`config.mk`:
```
export PLATFORM = sky130hd
export DESIGN_NAME = urx_serial_rx_status
export DESIGN_NICKNAME = d
export VERILOG_FILES = /design/src/urx_pkg.sv /design/src/urx_serial_rx_status.sv
export SDC_FILE = /design/constraint.sdc
export NUM_CORES = 1
export LEC_CHECK = 0
export BUFFER_PORTS_ARGS = -buffer_cell sky130_fd_sc_hd__buf_2
export CAP_MARGIN = 20
export CORE_MARGIN = 3
export CORE_UTILIZATION = 63
export DETAILED_ROUTE_END_ITERATION = 7
export PLACE_DENSITY_LB_ADDON = 0.1
export SLEW_MARGIN = 20
export SYNTH_ARGS = -nofsm -noshare
export SYNTH_HDL_FRONTEND = slang
export SYNTH_SLANG_ARGS = --single-unit
```
`constraint.sdc`:
```
create_clock -name pclk -period 6.57 [get_ports pclk]
set_input_delay 0.3285 -clock pclk [delete_from_list [all_inputs] [get_ports pclk]]
set_output_delay 0.3285 -clock pclk [all_outputs]
set_load 0.005 [all_outputs]
```
`src/urx_pkg.sv`:
```
// Register map, field layouts and receiver constants for the serial receive status block
package urx_pkg;

  // Register byte offsets
  localparam logic [7:0] OFS_STATUS   = 8'h00;
  localparam logic [7:0] OFS_DATA     = 8'h04;
  localparam logic [7:0] OFS_CTRL     = 8'h08;
  localparam logic [7:0] OFS_BAUD     = 8'h0C;
  localparam logic [7:0] OFS_INT_STAT = 8'h10;
  localparam logic [7:0] OFS_INT_MASK = 8'h14;

  // Status flags, bit 5 down to bit 0; same layout in interrupt status and mask
  typedef struct packed {
    logic rxfull;
    logic idle;
    logic ovr;
    logic noise;
    logic frame;
    logic parity;
  } urx_flags_s;

  // Control register, bit 3 down to bit 0
  typedef struct packed {
    logic idle_count_select;
    logic parity_odd;
    logic parity_enable;
    logic char9;
  } urx_ctrl_s;

  localparam urx_flags_s FLAGS_RST    = 6'h00;
  localparam urx_ctrl_s  CTRL_RST     = 4'h0;
  localparam logic [1:0] STATUS_PAD   = 2'h0;

  // 16x oversampling and sample windows
  localparam logic [3:0] OS_LAST          = 4'hF;
  localparam logic [3:0] START_SAMP_FIRST = 4'h5;
  localparam logic [3:0] START_SAMP_LAST  = 4'hB;
  localparam logic [3:0] BIT_SAMP_FIRST   = 4'h7;
  localparam logic [3:0] BIT_SAMP_LAST    = 4'h9;

  // Character geometry in bit times
  localparam logic [3:0] DATA_BITS_8 = 4'h8;
  localparam logic [3:0] DATA_BITS_9 = 4'h9;
  localparam logic [3:0] CHAR_BITS_8 = 4'hA;
  localparam logic [3:0] CHAR_BITS_9 = 4'hB;

  typedef enum logic [1:0] {
    RX_IDLE  = 2'b00,
    RX_START = 2'b01,
    RX_DATA  = 2'b10,
    RX_STOP  = 2'b11
  } urx_rx_e;

  typedef struct packed {
    logic        rx_meta;
    logic        rx_sync;
    logic [15:0] div_cnt;
    logic        tick;
    urx_rx_e     rx_state;
    logic [3:0]  os_cnt;
    logic [2:0]  n_one;
    logic [2:0]  n_samp;
    logic [3:0]  bit_idx;
    logic [8:0]  shift;
    logic        noise;
    logic        par;
    logic [3:0]  idle_cnt;
    logic        idle_allowed;
    logic [8:0]  rdata;
    urx_flags_s  flags;
    urx_flags_s  arm;
    urx_ctrl_s   ctrl;
    logic [15:0] baud_div;
    urx_flags_s  int_stat;
    urx_flags_s  int_mask;
    logic [31:0] prdata;
    logic        perr;
  } urx_state_s;

endpackage : urx_pkg

```
`src/urx_serial_rx_status.sv`:
```
// Serial receiver with status flags, two-step flag clearing and an APB register slave
//
// Chosen here: the APB interface to the registers and the register addresses.
`timescale 1ns/100ps
`default_nettype none

module urx_serial_rx_status
  import urx_pkg::*;
#(
  parameter logic [15:0] BAUD_DIV_RST = 16'h0036
) (
  input  wire logic        pclk,
  input  wire logic        presetn,
  input  wire logic        psel,
  input  wire logic        penable,
  input  wire logic        pwrite,
  input  wire logic [7:0]  paddr,
  input  wire logic [31:0] pwdata,
  output logic      [31:0] prdata,
  output logic             pready,
  output logic             pslverr,
  input  wire logic        rxd,
  output logic             irq
);

  urx_state_s s_reg;
  urx_state_s s_next;

  logic       setup;
  logic       access;
  logic       status_rd;
  logic       data_rd;
  logic       rx_done;
  logic       stop_zero;
  logic       par_err;
  logic       noise_all;
  logic [8:0] char_data;
  logic [3:0] idle_thr;

  function automatic logic vote(input logic [2:0] ones, input logic [2:0] total);
    vote = ({ones, 1'b0} > {1'b0, total});
  endfunction : vote

  function automatic logic noisy(input logic [2:0] ones, input logic [2:0] total);
    noisy = (ones != 3'h0) && (ones != total);
  endfunction : noisy

  function automatic logic [3:0] sat_inc(input logic [3:0] v);
    sat_inc = (v == CHAR_BITS_9) ? v : v + 4'h1;
  endfunction : sat_inc

  function automatic logic mapped(input logic [7:0] a);
    mapped = (a == OFS_STATUS) || (a == OFS_DATA) || (a == OFS_CTRL) ||
             (a == OFS_BAUD) || (a == OFS_INT_STAT) || (a == OFS_INT_MASK);
  endfunction : mapped

  function automatic logic [31:0] read_mux(input urx_state_s st, input logic [7:0] a);
    read_mux = 32'h0000_0000;
    case (a)
      OFS_STATUS:   read_mux[7:0] = {STATUS_PAD, st.flags};
      OFS_DATA:     read_mux[8:0] = st.rdata;
      OFS_CTRL:     read_mux[3:0] = st.ctrl;
      OFS_BAUD:     read_mux[15:0] = st.baud_div;
      OFS_INT_STAT: read_mux[5:0] = st.int_stat;
      OFS_INT_MASK: read_mux[5:0] = st.int_mask;
      default:      read_mux = 32'h0000_0000;
    endcase
  endfunction : read_mux

  assign setup     = psel && !penable;
  assign access    = psel && penable;
  assign status_rd = access && !pwrite && (paddr == OFS_STATUS);
  assign data_rd   = access && !pwrite && (paddr == OFS_DATA);
  assign idle_thr  = s_reg.ctrl.char9 ? CHAR_BITS_9 : CHAR_BITS_8;

  always_comb begin
    logic       b;
    logic       nz;
    logic       in_win;
    logic       buf_free;
    logic [3:0] nbits;
    urx_flags_s clr;
    urx_flags_s ev;
    b         = 1'b0;
    nz        = 1'b0;
    in_win    = 1'b0;
    buf_free  = 1'b0;
    nbits     = s_reg.ctrl.char9 ? DATA_BITS_9 : DATA_BITS_8;
    clr       = FLAGS_RST;
    ev        = FLAGS_RST;
    rx_done   = 1'b0;
    stop_zero = 1'b0;
    par_err   = 1'b0;
    noise_all = 1'b0;
    char_data = s_reg.ctrl.char9 ? s_reg.shift : {1'b0, s_reg.shift[8:1]};
    s_next    = s_reg;

    // Pin passes two flops before anything looks at it
    s_next.rx_meta = rxd;
    s_next.rx_sync = s_reg.rx_meta;

    // Oversampling tick; a zero divisor behaves as one
    s_next.tick = 1'b0;
    if (s_reg.div_cnt + 16'h0001 >= s_reg.baud_div) begin
      s_next.div_cnt = 16'h0000;
      s_next.tick    = 1'b1;
    end else begin
      s_next.div_cnt = s_reg.div_cnt + 16'h0001;
    end

    // Receiver
    case (s_reg.rx_state)
      RX_IDLE: begin
        if (!s_reg.rx_sync) begin
          // Realign the bit clock to the falling edge
          s_next.rx_state = RX_START;
          s_next.div_cnt  = 16'h0000;
          s_next.os_cnt   = 4'h0;
          s_next.n_one    = 3'h0;
          s_next.n_samp   = 3'h0;
          s_next.bit_idx  = 4'h0;
          s_next.noise    = 1'b0;
          s_next.par      = 1'b0;
          s_next.idle_cnt = 4'h0;
        end else if (s_reg.tick) begin
          s_next.os_cnt = s_reg.os_cnt + 4'h1;
          if (s_reg.os_cnt == OS_LAST) begin
            s_next.idle_cnt = sat_inc(s_reg.idle_cnt);
          end
        end
      end
      RX_START, RX_DATA, RX_STOP: begin
        if (s_reg.tick) begin
          s_next.os_cnt = s_reg.os_cnt + 4'h1;
          if (s_reg.rx_state == RX_START) begin
            in_win = (s_reg.os_cnt >= START_SAMP_FIRST) && (s_reg.os_cnt <= START_SAMP_LAST);
          end else begin
            in_win = (s_reg.os_cnt >= BIT_SAMP_FIRST) && (s_reg.os_cnt <= BIT_SAMP_LAST);
          end
          if (in_win) begin
            s_next.n_one  = s_reg.n_one + {2'h0, s_reg.rx_sync};
            s_next.n_samp = s_reg.n_samp + 3'h1;
          end
          if (s_reg.os_cnt == OS_LAST) begin
            b              = vote(s_reg.n_one, s_reg.n_samp);
            nz             = noisy(s_reg.n_one, s_reg.n_samp);
            s_next.n_one   = 3'h0;
            s_next.n_samp  = 3'h0;
            if (s_reg.rx_state != RX_START) begin
              // Mode 0 counts high bits inside the frame, mode 1 waits for the stop bit
              if (!s_reg.ctrl.idle_count_select && b) begin
                s_next.idle_cnt = sat_inc(s_reg.idle_cnt);
              end else begin
                s_next.idle_cnt = 4'h0;
              end
            end
            case (s_reg.rx_state)
              RX_START: begin
                s_next.rx_state = b ? RX_IDLE : RX_DATA;
                s_next.noise    = nz;
              end
              RX_DATA: begin
                s_next.shift   = {b, s_reg.shift[8:1]};
                s_next.par     = s_reg.par ^ b;
                s_next.noise   = s_reg.noise | nz;
                s_next.bit_idx = s_reg.bit_idx + 4'h1;
                if (s_reg.bit_idx + 4'h1 == nbits) begin
                  s_next.rx_state = RX_STOP;
                end
              end
              default: begin
                s_next.rx_state = RX_IDLE;
                rx_done         = 1'b1;
                stop_zero       = !b;
                noise_all       = s_reg.noise | nz;
                par_err         = s_reg.ctrl.parity_enable && (s_reg.par != s_reg.ctrl.parity_odd);
              end
            endcase
          end
        end
      end
      default: s_next.rx_state = RX_IDLE;
    endcase

    // Data read clears whatever the preceding status read armed
    if (data_rd) begin
      clr = s_reg.arm;
    end
    s_next.flags = s_reg.flags & ~clr;
    buf_free     = !s_reg.flags.rxfull || clr.rxfull;

    // New character; a clear in the same cycle frees the buffer, the set wins
    if (rx_done) begin
      if (buf_free) begin
        s_next.rdata        = char_data;
        s_next.flags.rxfull = 1'b1;
        s_next.flags.noise  = s_next.flags.noise | noise_all;
        s_next.flags.frame  = s_next.flags.frame | stop_zero;
        s_next.flags.parity = s_next.flags.parity | par_err;
        s_next.idle_allowed = 1'b1;
        ev.rxfull           = 1'b1;
        ev.noise            = noise_all;
        ev.frame            = stop_zero;
        ev.parity           = par_err;
      end else begin
        s_next.flags.ovr = 1'b1;
        ev.ovr           = 1'b1;
      end
    end

    // One idle report per received character
    if (s_reg.idle_allowed && (s_reg.idle_cnt >= idle_thr)) begin
      s_next.flags.idle   = 1'b1;
      s_next.idle_allowed = 1'b0;
      ev.idle             = 1'b1;
    end

    // Arm from the value software actually saw; noise and parity arm unconditionally
    if (status_rd) begin
      s_next.arm.rxfull = s_reg.prdata[5];
      s_next.arm.idle   = s_reg.prdata[4];
      s_next.arm.ovr    = s_reg.prdata[3];
      s_next.arm.noise  = 1'b1;
      s_next.arm.frame  = s_reg.prdata[1];
      s_next.arm.parity = 1'b1;
    end else if (data_rd) begin
      s_next.arm = FLAGS_RST;
    end

    // APB: read data is captured in setup so prdata comes from a flop
    if (setup) begin
      s_next.prdata = pwrite ? 32'h0000_0000 : read_mux(s_reg, paddr);
      s_next.perr   = !mapped(paddr);
    end

    // Status and data registers ignore writes
    s_next.int_stat = s_reg.int_stat | ev;
    if (access && pwrite) begin
      case (paddr)
        OFS_CTRL:     s_next.ctrl     = pwdata[3:0];
        OFS_BAUD:     s_next.baud_div = pwdata[15:0];
        OFS_INT_STAT: s_next.int_stat = (s_reg.int_stat & ~pwdata[5:0]) | ev;
        OFS_INT_MASK: s_next.int_mask = pwdata[5:0];
        default:      s_next.int_mask = s_reg.int_mask;
      endcase
    end
  end

  always_ff @(posedge pclk or negedge presetn) begin
    if (!presetn) begin
      s_reg              <= '0;
      s_reg.rx_meta      <= 1'b1;
      s_reg.rx_sync      <= 1'b1;
      s_reg.rx_state     <= RX_IDLE;
      s_reg.flags        <= FLAGS_RST;
      s_reg.arm          <= FLAGS_RST;
      s_reg.ctrl         <= CTRL_RST;
      s_reg.baud_div     <= BAUD_DIV_RST;
      s_reg.int_stat     <= FLAGS_RST;
      s_reg.int_mask     <= FLAGS_RST;
    end else begin
      s_reg <= s_next;
    end
  end

  assign prdata  = s_reg.prdata;
  assign pready  = 1'b1;
  assign pslverr = s_reg.perr;
  assign irq     = |(s_reg.int_stat & s_reg.int_mask);
endmodule : urx_serial_rx_status

`default_nettype wire

```
# Word-level counts from Yosys, hierarchy flattened

Index checks and enable logic that the tools add are counted.

Bits in registers: 137
Latch bits: 0
RAM bits: 0
ROM bits: 0
Input port bits: 46
Output and inout port bits: 35
Memories: 0

Add/subtract/negate cells: 6
Multipliers: 0
Divide/modulo/power cells: 0
Magnitude comparators: 7
Eq/ne operators: 24
Shift-type cells: 0
Multiplexer cells: 74
Bitwise gates (word level): 12
Reduce and logical (&&, ||, !) cells: 45

Operators by type and width:

| operator                                             | count |
|---|---|
| two-way mux 16 bit                                   | 4 |
| two-way mux 4 bit                                    | 10 |
| two-way mux 6 bit                                    | 6 |
| one-hot mux 16 bit (2 select lines)                  | 1 |
| two-way mux 31 bit                                   | 1 |
| two-way mux 1 bit                                    | 30 |
| two-way mux 25 bit                                   | 1 |
| one-hot mux 4 bit (6 select lines)                   | 1 |
| two-way mux 11 bit                                   | 2 |
| AND 6 bit                                            | 3 |
| adder 16 x 1 -> 16 bit (second input constant)       | 1 |
| equality test 8 x 4 -> 1 bit (second input constant) | 2 |
| equality test 8 x 5 -> 1 bit (second input constant) | 2 |
| >= comparator 16 bit                                 | 1 |
| AND reduction 4 bit                                  | 4 |
| inequality test 3 bit (second input constant)        | 5 |
| two-way mux 13 bit                                   | 1 |
| adder 4 x 1 -> 4 bit (second input constant)         | 3 |
| logical AND 1 bit                                    | 12 |
| two-way mux 12 bit                                   | 1 |
| NOT 6 bit                                            | 2 |
| bitwise OR 6 bit                                     | 2 |
| one-hot mux 6 bit (2 select lines)                   | 1 |
| AND reduction 2 bit                                  | 6 |
| other kinds (36)                                     | 66 |

# Logic depth before layout (Yosys ltp)

Gate-level depths: netlist (run 1).

Word-level depth: 12
Depth in mapped cells: 11

# Worst setup path before layout (run 1)

OpenSTA, ideal clock, no wires.

Kind: flip-flop to flip-flop
From: reg s_reg[121] (netlist bit)
To: reg s_reg[126] (netlist bit)
Setup time: 0.065 ns
Data arrival time: 2.701 ns
Required time: 6.505 ns
Slack: 3.804 ns
Cell stages (with the launch flop): 12
Cell sequence: dfrtp_1 and4_1 nand4_1 nor2_1 xor2_1 ha_1 a211oi_1 o211ai_1 a221oi_1 o211ai_1 clkbuf_1 and2b_1

RTL lines:

| what                   | RTL line                    | source |
|---|---|---|
| start, declared        | urx_serial_rx_status.sv:26  | `urx_state_s s_reg;` |
| start signal, assigned | urx_serial_rx_status.sv:262 | `s_reg <= s_next;` |

==> results of run 1 <==
cell usage after synthesis (2+ instances only):
library cell,instances
a211oi_1,2
a21o_1,6
a21oi_1,14
a22o_1,12
a22oi_1,5
a31oi_1,4
and2b_1,3
and4_1,2
buf_2,3
buf_4,34
buf_6,3
clkbuf_1,9
conb_1,2
dfrtp_1,114
dfstp_2,6
ha_1,32
inv_1,39
mux2_2,35
mux2i_1,25
mux4_2,4
nand2_1,55
nand2b_1,6
nand3_1,15
nand3b_1,2
nand4_1,8
nor2_1,32
nor2b_1,14
nor3_1,7
nor3_2,5
nor4_1,3
o211ai_1,6
o21ai_0,24
o21ai_1,5
o21ai_2,8
o22ai_1,2
o2bb2ai_1,2
o31ai_1,2
o32ai_1,2
or2_2,3
xnor2_1,13
xor2_1,12
power by group through the flow:
stage | combinational, mW | clock (mW) | sequential [mW]
CTS | 0.357 | 0.827 | 0.852
global placement | 0.333 | 0 | 0.860
finish | 0.359 | 0.814 | 0.854
floorplan | 0.279 | 0 | 0.841
global route | 0.411 | 0.867 | 0.863
detailed placement | 0.351 | 0 | 0.863
kinds of logic (layout without fill, tap and decap cells):
| family | after synthesis | in the layout | share of synthesized area (%) |
|---|---|---|---|
| simple gates | 167 | 167 | 13.8 |
| buf+inv | 88 | 123 | 7.49 |
| fa+ha+maj | 32 | 32 | 6.19 |
| xor+xnor | 25 | 25 | 3.39 |
| compound gates | 104 | 104 | 11.1 |
| mux | 64 | 64 | 11.4 |
| flops | 120 | 120 | 46.6 |
| other cells | 2 | 17 | 0.116 |
area by class of cell:
| type | instances | area, um2 | share of cell area [%] |
|---|---|---|---|
| timing repair buffer | 52 | 280 | 3.92 |
| tap | 133 | 166 | 2.33 |
| inverter | 39 | 146 | 2.05 |
| sequential | 120 | 3010 | 42.1 |
| clock inverter | 3 | 15.0 | 0.210 |
| multi-input combinational | 409 | 3030 | 42.3 |
| clock buffer | 29 | 509 | 7.12 |
path summary, 6_finish.rpt:
check	endpoint	cells past startpoint
max	s_reg[126]	11
min reg2reg	s_reg[135]	0
max in group asynchronous	s_reg[131]	3
max reg2reg	s_reg[126]	11
min in group asynchronous	s_reg[70]	2
min	s_reg[56]	2
critical path: stages (launching register included):
cell and delay, ns:
dfrtp_1 0.42, and4_1 0.27, nand4_1 0.24, nor2_1 0.21, xor2_1 0.24, ha_1 0.30, a211oi_1 0.24, o211ai_1 0.15
a221oi_1 0.37, o211ai_1 0.30, clkbuf_4 0.28, and2b_1 0.20
what timing repair did:
action,CTS,global route
hold buffers,2,0
gates resized for setup,0,0
endpoints found under the hold margin,53,0
per-layer routing:
layer	track usage, %	vias up	wire length [um]
met5	0	-	0
met4	8.77	0	199
met3	6.42	20	767
met2	38.8	141	6160
met1	35.4	2155	6330
li1	-	2145	-
==> impl_metrics.json, run 1 <==
{
  "status": "completed",
  "antenna_found_initial": 0,
  "ir_drop_mv": 0.280,
  "ys.flop_type": "dfrtp_1",
  "nFillCells": 712,
  "tightest_slew_ns": 0.817,
  "end_kind": "flop",
  "wl_mm": 13.5,
  "core_area_um2": 9860,
  "fmax_mhz": 305,
  "avgViaCountPerCell": 5.68,
  "design_area_um2": 7150,
  "drv_slew": 0,
  "cts_tree": "done",
  "fin_cells": 785,
  "skew_ns": 0.0106,
  "dp_slack_ns": 3.12,
  "pin_count": 81,
  "cts_buffers": 17,
  "largest_register_ffs": 102,
  "synth-edff-count": 0,
  "antennaDiodeCount": 0,
  "switching_power_mw": 0.583,
  "final_cell_mix": "dfrtp_1 (114), nand2_1 (55), buf_2 (46)",
  "rows": 36,
  "fin_tns_setup_ns": 0,
  "routedWlPerCell_um": 17.1,
  "vias": 4461,
  "yosysWarnings": 0,
  "place_area_um2": 6600,
  "die_w_um": 107,
  "p_sw_share_pct": 28.8,
  "cts-root-buf": "clkbuf_8",
  "drv_cap": 0,
  "route.detailed.drc": 0,
  "yosysTopAreaCell": "dfrtp_1",
  "rsz0062_at_grt": "no",
  "final_common_cell": "dfrtp_1",
  "worst_ep_arrival_time_ns": 3.74,
  "synth_seq_area_share_pct": 46.6,
  "seqPwrFrac_pct": 42.1,
  "cp-start-kind": "flop",
  "r2r-start": "s_reg[121]",
  "fin_nets": 717,
  "cts_setup_buffers": 0,
  "hold_path.class": "in2reg",
  "place_hpwl_mm": 9.62,
  "min_period_ns": 3.28,
  "drt_first_pass_iters": 5,
  "p_int_mw": 1.44,
  "synth_top_area_share_pct": 44.1,
  "clkSinkCount": 120,
  "drive_gt1_share_pct": 22.2,
  "finalSetupViolCount": 0,
  "drtAntennaViolNets": 0,
  "clock_latency_ns": 0.53,
  "grt_start_max_net_pins": 67,
  "placement.io_buffers": 47,
  "clkPwrFrac_pct": 40.2,
  "period_share_pct": 49.9,
  "comb_power_share_pct": 17.7,
  "cp_max_fo": 11,
  "leakagePower_nw": 3.39,
  "gp_congestion": 0.839,
  "drt_iter0_drc": 395,
  "die_h_um": 107,
  "placedCellCount": 750,
  "slew_headroom_pct": 45.5,
  "max-clock-path-buffers": 2,
  "hold-worst-slack_ns": 0.0366,
  "dieArea_um2": 11500,
  "synthesis.area_um2": 6460,
  "syn_inst": 602,
  "synthTopCellsByArea": "dfrtp_1 (44%), ha_1 (6.2%), mux2_2 (6.1%)",
  "grt_overflow": 0,
  "ys_async_sr_fraction_pct": 100,
  "start_util_pct": 65.5,
  "grt_pass1_vias": 4475,
  "required_ns": 7.03,
  "clk_pin_slew_ns": 0.06,
  "grt_pass1_wl_mm": 22.4,
  "avgSynthCellArea_um2": 10.7,
  "startpoint": "s_reg[121]",
  "rrSetupSlack_ns": 3.29,
  "p_per_area_nw_per_um2": 283,
  "h-tree-depth": 4,
  "setup_ws_ns": 3.29,
  "crit_type": "reg2reg",
  "worst_hold_startpoint": "pwdata[11]",
  "power_mw": 2.03,
  "yosys_register_bits": 120,
  "syn_to_final_growth_pct": 10.7,
  "utilization_pct": 72.5,
  "track_usage_pct": 25.4,
  "ys_types": 63,
  "hold_viol": 0
}
No activity file was read; power rests on OpenSTA's default activity.
==> run 2, diff against run 1 <==
Settings changed: ABC_AREA set to 1, CORE_UTILIZATION 63 to 59.
Clock period 6.57 ns to 3.2 ns, I/O delays scaled along.
==> run 2 against run 1 <==
  * Sequential share of layout area decreased by 3.6 points
  * Flip-flop and latch count unchanged
  * Critical endpoint is now s_reg[123]
  * Maximum frequency increased by 23%
  * Via count increased by 33%
  * Worst setup slack got worse by 2.8 ns
  * Clock power increased by 150%
  * Sequential power increased by 80%
  * Largest power group is now the clock network
  * Final area increased by 9.2%
  * Synthesized cell count increased by 48%
==> impl_metrics.json, run 2 <==
{
  "synth_top_area_share_pct": 41.3,
  "status": "completed",
  "wl_mm": 15.4,
  "rrSetupSlack_ns": 0.53,
  "syn_inst": 891,
  "track_usage_pct": 25.6,
  "fin_tns_setup_ns": 0,
  "utilization_pct": 70.2,
  "dieArea_um2": 13000,
  "die_w_um": 114,
  "final_cell_mix": "nand2_1 (248), dfrtp_1 (114), inv_1 (106)",
  "max-clock-path-buffers": 2,
  "min_period_ns": 2.67,
  "ys_types": 38,
  "avgViaCountPerCell": 5.46,
  "rows": 38,
  "drive_gt1_share_pct": 12.4,
  "synth_seq_area_share_pct": 43.6,
  "tightest_slew_ns": 0.943,
  "core_area_um2": 11100,
  "drt_iter0_drc": 432,
  "ys_async_sr_fraction_pct": 100,
  "hold_path.class": "in2reg",
  "drv_slew": 0,
  "fin_cells": 1089,
  "antennaDiodeCount": 0,
  "worst_hold_path.endpoint": "s_reg[57]",
  "synthTopCellsByArea": "dfrtp_1 (41%), nand2_1 (13%), nand3_1 (6.5%)",
  "rsz0062_at_grt": "no",
  "synth_most_common_cell": "nand2_1",
  "holdPathStages": 3,
  "h-tree-depth": 4,
  "wl_met1_mm": 6.81,
  "ys.flop_type": "dfrtp_1",
  "r2r_end": "s_reg[123]",
  "antenna_found_initial": 0,
  "crit_type": "reg2reg",
  "fin_nets": 1015,
  "place_hpwl_mm": 11.1,
  "worst_ep_arrival_time_ns": 2.96,
  "avgSynthCellArea_um2": 7.75,
  "syn_to_final_growth_pct": 13.1,
  "cp_max_fo": 17,
  "vias": 5949,
  "route.detailed.drc": 0,
  "die_h_um": 114,
  "clkSinkCount": 120,
  "leakagePower_nw": 4.25,
  "final_common_cell": "nand2_1",
  "yosys_register_bits": 120,
  "grt_pass1_vias": 5734,
  "cts_tree": "done",
  "grt_pass1_wl_mm": 26.8,
  "pin_count": 81,
  "reg2reg_depth": 14,
  "yosysTopAreaCell": "dfrtp_1",
  "placement.io_buffers": 47,
  "largest_register_ffs": 102,
  "fmax_mhz": 375,
  "r2r-start": "s_reg[119]",
  "yosysWarnings": 0,
  "cp-start-kind": "flop",
  "dr.max_layer_used": "met4",
  "met2_length_mm": 7.23,
  "routedWlPerCell_um": 14.2,
  "ir_drop_mv": 0.576,
  "finalSetupViolCount": 0,
  "synthesis.area_um2": 6910,
  "cts_resized": 0,
  "required_ns": 3.50,
  "wl_met3_mm": 1.01,
  "synth-edff-count": 0,
  "skew_ns": 0.00824,
  "gp_congestion": 0.943,
  "end_kind": "flop",
  "synth_top_cells_by_count": "nand2_1 (248), dfrtp_1 (114), inv_1 (106)",
  "p_per_area_nw_per_um2": 473,
  "hold_viol": 0,
  "clk_pin_slew_ns": 0.05,
  "cts-root-buf": "clkbuf_16",
  "drt_first_pass_iters": 7,
  "start_util_pct": 62.1,
  "drtAntennaViolNets": 0,
  "drv_cap": 0,
  "cts_buffers": 17,
  "slew_headroom_pct": 37.2,
  "period_share_pct": 83.4,
  "grt_overflow": 0,
  "clock_latency_ns": 0.42,
  "placedCellCount": 1048,
  "worst_hold_startpoint": "pwdata[12]",
  "grt_start_max_net_pins": 74
}
[run 2: cell types whose count changed in the layout (fill, tap and decap cells not counted), sizes merged, moves of 7 or more]
cell and change:
nand2 +200, nand3 +78, inv +69, nor2 +42, mux2 -35, o21ai +31
mux2i -25, nor2b -14, a21oi +13, a22o -12, o31ai +9, xnor2 -9
dlygate4sd3 +8, clkbuf -7
[run 2: cell families (layout without fill, tap and decap cells)]
kind of cell               after synthesis  count (layout)  synth area share [%]
and+or+nand+nor                        454             454                  29.2
DFF                                    120             120                  43.6
adders and majority gates               32              32                  5.80
AOI/OAI and AO/OA                      111             111                  8.84
other                                    2              17                 0.109
xor gates and xnor gates                12              12                  1.52
buffers and inverters                  160             203                  11.0
[run 2: timing repair]
action                                 CTS  global route
hold buffers                            10             0
buffers inserted                         0             0
endpoints found under the hold margin   76             0
setup endpoints to repair                0             0
[run 2: how the worst max path moves through the flow]
stage | from | end | depth (start not counted)
2_1_floorplan | s_reg[119] | s_reg[125] | 14
3_3_place_gp | s_reg[119] | s_reg[134] | 14
3_5_place_dp | s_reg[119] | s_reg[134] | 14
4_1_cts | s_reg[119] | s_reg[123] | 14
5_1_grt | s_reg[119] | s_reg[122] | 14
6_report | s_reg[119] | s_reg[123] | 14
[run 2: worst max-delay path, stage by stage, from the launching register on]
cell     delay, ns
dfrtp_1       0.36
ha_1          0.19
nand2_1       0.07
nor2_2        0.20
nand3_1       0.22
nor2_1        0.18
nand3_1       0.10
and2_1        0.15
ha_1          0.27
nand4_1       0.09
nor3_1        0.23
nand3_1       0.11
nand3_1       0.10
buf_4         0.22
nor2_1        0.06
[run 2: layout make-up]
class / count / area [um2]
fillers: 900 / 3310
repair buffers: 62 / 388
clock buffers: 23 / 488
well taps: 140 / 175
clock inverters: 8 / 143
flip-flops and latches: 120 / 3010
inverters: 110 / 413
multi-input cells: 626 / 3200
[run 2: metrics by stage]
stage                     area (um2)  total power [mW]  worst slack, ns  hold WS (ns)
after floorplan                 6960              1.62            0.754        -0.136
after global placement          7080              1.68            0.653         0.265
after detailed placement        7080              1.68            0.539         0.268
after CTS                       7810              3.72            0.533       0.00754
after global routing            7810              3.82            0.207        0.0241
final                           7810              3.70            0.533        0.0114
[run 2: power breakdown]
group / leakage, nW / internal, mW / switching [mW]
combinational: 2.41 / 0.0385 / 0.0869
clock: 0.309 / 1.38 / 0.655
sequential: 1.53 / 1.53 / 0.00670
total: 4.25 / 2.95 / 0.749
[run 2: routing by layer]
| layer | GRT usage [%] | vias to the layer above |
|---|---|---|
| met4 | 10.1 | 0 |
| met3 | 5.87 | 36 |
| met5 | 0 | - |
| met1 | 34.0 | 2822 |
| met2 | 41.1 | 187 |
| li1 | - | 2904 |
==> run 3, diff against run 2 <==
Settings changed: CORE_UTILIZATION 59 to 53.
Clock period 3.2 ns to 2.4 ns, I/O delays scaled along.
==> run 3 against run 2 <==
  * The run now ends with setup timing left
  * Register-to-register slack worse by 0.59 ns
  * Core utilization down 5.5 points
  * Die area up 11%
  * Highest routed layer unchanged
  * Power up 36%
  * Count of clock-buffer cells in the layout down 4
  * Global-route usage down 1.8 points
  * Clock power up 38%
  * Worst setup slack worse by 0.59 ns
  * Final area up 5.0%
  * Combinational power up 45%
  * Maximum frequency up 8.4%
==> impl_metrics.json, run 3 (same netlist as run 2, synthesis figures left out) <==
{
  "cp_max_fo": 8,
  "clock_latency_ns": 0.42,
  "rows": 41,
  "ir_drop_mv": 0.488,
  "cts_tree": "done",
  "place_hpwl_mm": 11.7,
  "clk_pin_slew_ns": 0.06,
  "hold_path.class": "in2reg",
  "r2r_end": "s_reg[119]",
  "seqPwrFrac_pct": 40.8,
  "switching_power_mw": 1.04,
  "core_area_um2": 12700,
  "p_int_mw": 3.99,
  "max_stage_delay_ns": 0.37,
  "syn_to_final_growth_pct": 18.8,
  "start_util_pct": 54.5,
  "grt_overflow": 0,
  "antenna_found_initial": 0,
  "avgViaCountPerCell": 5.20,
  "p_sw_share_pct": 20.6,
  "drive_gt1_share_pct": 16.3,
  "period_share_pct": 102,
  "leakagePower_nw": 4.38,
  "cts_buffers": 17,
  "cts-root-buf": "clkbuf_16",
  "required_ns": 2.75,
  "slew_headroom_pct": 60.2,
  "worst_hold_path.endpoint": "s_reg[70]",
  "crit_type": "reg2reg",
  "max-clock-path-buffers": 2,
  "largest_register_ffs": 102,
  "drv_slew": 0,
  "wl_mm": 16.7,
  "route.detailed.drc": 0,
  "slowest_stage": "dfrtp_1",
  "path_cells": "ha_2 -> nand2_2 -> nor2_4 -> nand3_4 -> inv_1 -> nand4_1 -> and2_1 -> ha_1 -> nand2_2 -> o21ai_1 -> a21oi_2 -> nand3_2 -> clkbuf_16 -> nor2_1",
  "clkPwrFrac_pct": 55.6,
  "cp_common_cell": "nand2_2",
  "final_cell_mix": "nand2_1 (243), dfrtp_1 (112), inv_1 (104)",
  "fin_tns_setup_ns": -0.663,
  "r2r-start": "s_reg[119]",
  "reg2reg_depth": 14,
  "vias": 5952,
  "drt_iter0_drc": 360,
  "hold_viol": 0,
  "skew_ns": 0.00637,
  "die_h_um": 120,
  "h-tree-depth": 4,
  "routedWlPerCell_um": 14.6,
  "die_w_um": 120,
  "p_per_area_nw_per_um2": 613,
  "drt_first_pass_iters": 5,
  "tightest_slew_ns": 0.596,
  "rrSetupSlack_ns": -0.06,
  "clkSinkCount": 120,
  "track_usage_pct": 23.9,
  "setup_ws_ns": -0.0600,
  "worst_hold_startpoint": "pwrite",
  "rsz0062_at_grt": "yes",
  "drv_cap": 0,
  "worst_ep_arrival_time_ns": 2.81,
  "antennaDiodeCount": 0,
  "power_mw": 5.03,
  "cp-start-kind": "flop",
  "comb_power_share_pct": 3.6,
  "placement.io_buffers": 47,
  "utilization_pct": 64.8,
  "grt_start_max_net_pins": 64,
  "pin_count": 81,
  "dieArea_um2": 14400,
  "violations": "setup timing",
  "nFillCells": 1086,
  "min_period_ns": 2.46,
  "fmax_mhz": 407,
  "status": "finished, violations left",
  "finalSetupViolCount": 17,
  "end_kind": "flop",
  "grt_pass1_wl_mm": 27.5,
  "drtAntennaViolNets": 0,
  "gp_congestion": 0.887,
  "fin_nets": 1037,
  "holdPathStages": 4,
  "grt_pass1_vias": 5742,
  "final_common_cell": "nand2_1"
}
-- run 3: final cells by class --
class                      count  area (um2)  share of cell area, %
clock inverter                13         200                   2.44
clock buffer                  19         453                   5.52
inverter                     110         413                   5.03
multi-input combinational    626        3310                   40.3
tap                          172         215                   2.62
sequential                   120        3010                   36.7
timing repair buffer          84         603                   7.35
-- run 3: worst max-delay path by stage --
stage	start	to	slack, ns	cells past startpoint
finish	s_reg[119]	s_reg[119]	-0.06	14
global route	s_reg[124]	s_reg[132]	-0.19	12
CTS	s_reg[119]	s_reg[129]	-0.007	14
detailed placement	s_reg[119]	s_reg[132]	-0.11	14
global placement	s_reg[119]	s_reg[129]	0.04	14
floorplan	s_reg[119]	s_reg[125]	0.05	14
-- run 3: per-layer routing --
| layer | track usage (%) | vias to the layer above | routed length [um] |
|---|---|---|---|
| met5 | 0 | - | 0 |
| met4 | 8.95 | 0 | 350 |
| met3 | 4.38 | 30 | 757 |
| met2 | 38.6 | 168 | 7950 |
| met1 | 32.1 | 2800 | 7670 |
| li1 | - | 2954 | - |
-- run 3: stage by stage --
stage	hold slack [ns]	setup slack (ns)	std cells	area, um2
after floorplan	-0.176	0.0536	906	6970
after global placement	0.0865	0.0414	1087	7190
after detailed placement	0.0966	-0.111	1087	7190
after CTS	0.124	-0.00693	1137	8040
after global routing	0.162	-0.189	1144	8210
final	0.141	-0.0600	1144	8210
-- run 3: power by group through the flow --
stage | registers, mW | logic [mW] | clock network (mW)
floorplan | 2.08 | 0.0812 | 0
global placement | 2.08 | 0.156 | 0
detailed placement | 2.09 | 0.158 | 0
CTS | 2.05 | 0.182 | 2.85
global route | 2.05 | 0.206 | 2.94
finish | 2.05 | 0.181 | 2.80
-- run 3: what timing repair did --
action                                  4_1_cts  5_1_grt
gates resized for setup                       6       23
setup buffers                                 0        6
cloned                                        0        1
hold endpoints to repair                     51        0
hold buffers                                 18        0
pin swaps                                     1       10
endpoints found under the setup margin       17       17
-- run 3: worst max-delay path: cells and delay by family (launching register included) --
| family | cells | cell delay (ns) |
|---|---|---|
| simple gates | 8 | 0.99 |
| fa+ha+maj | 2 | 0.49 |
| flops | 1 | 0.37 |
| buf+inv | 2 | 0.28 |
| compound gates | 2 | 0.26 |
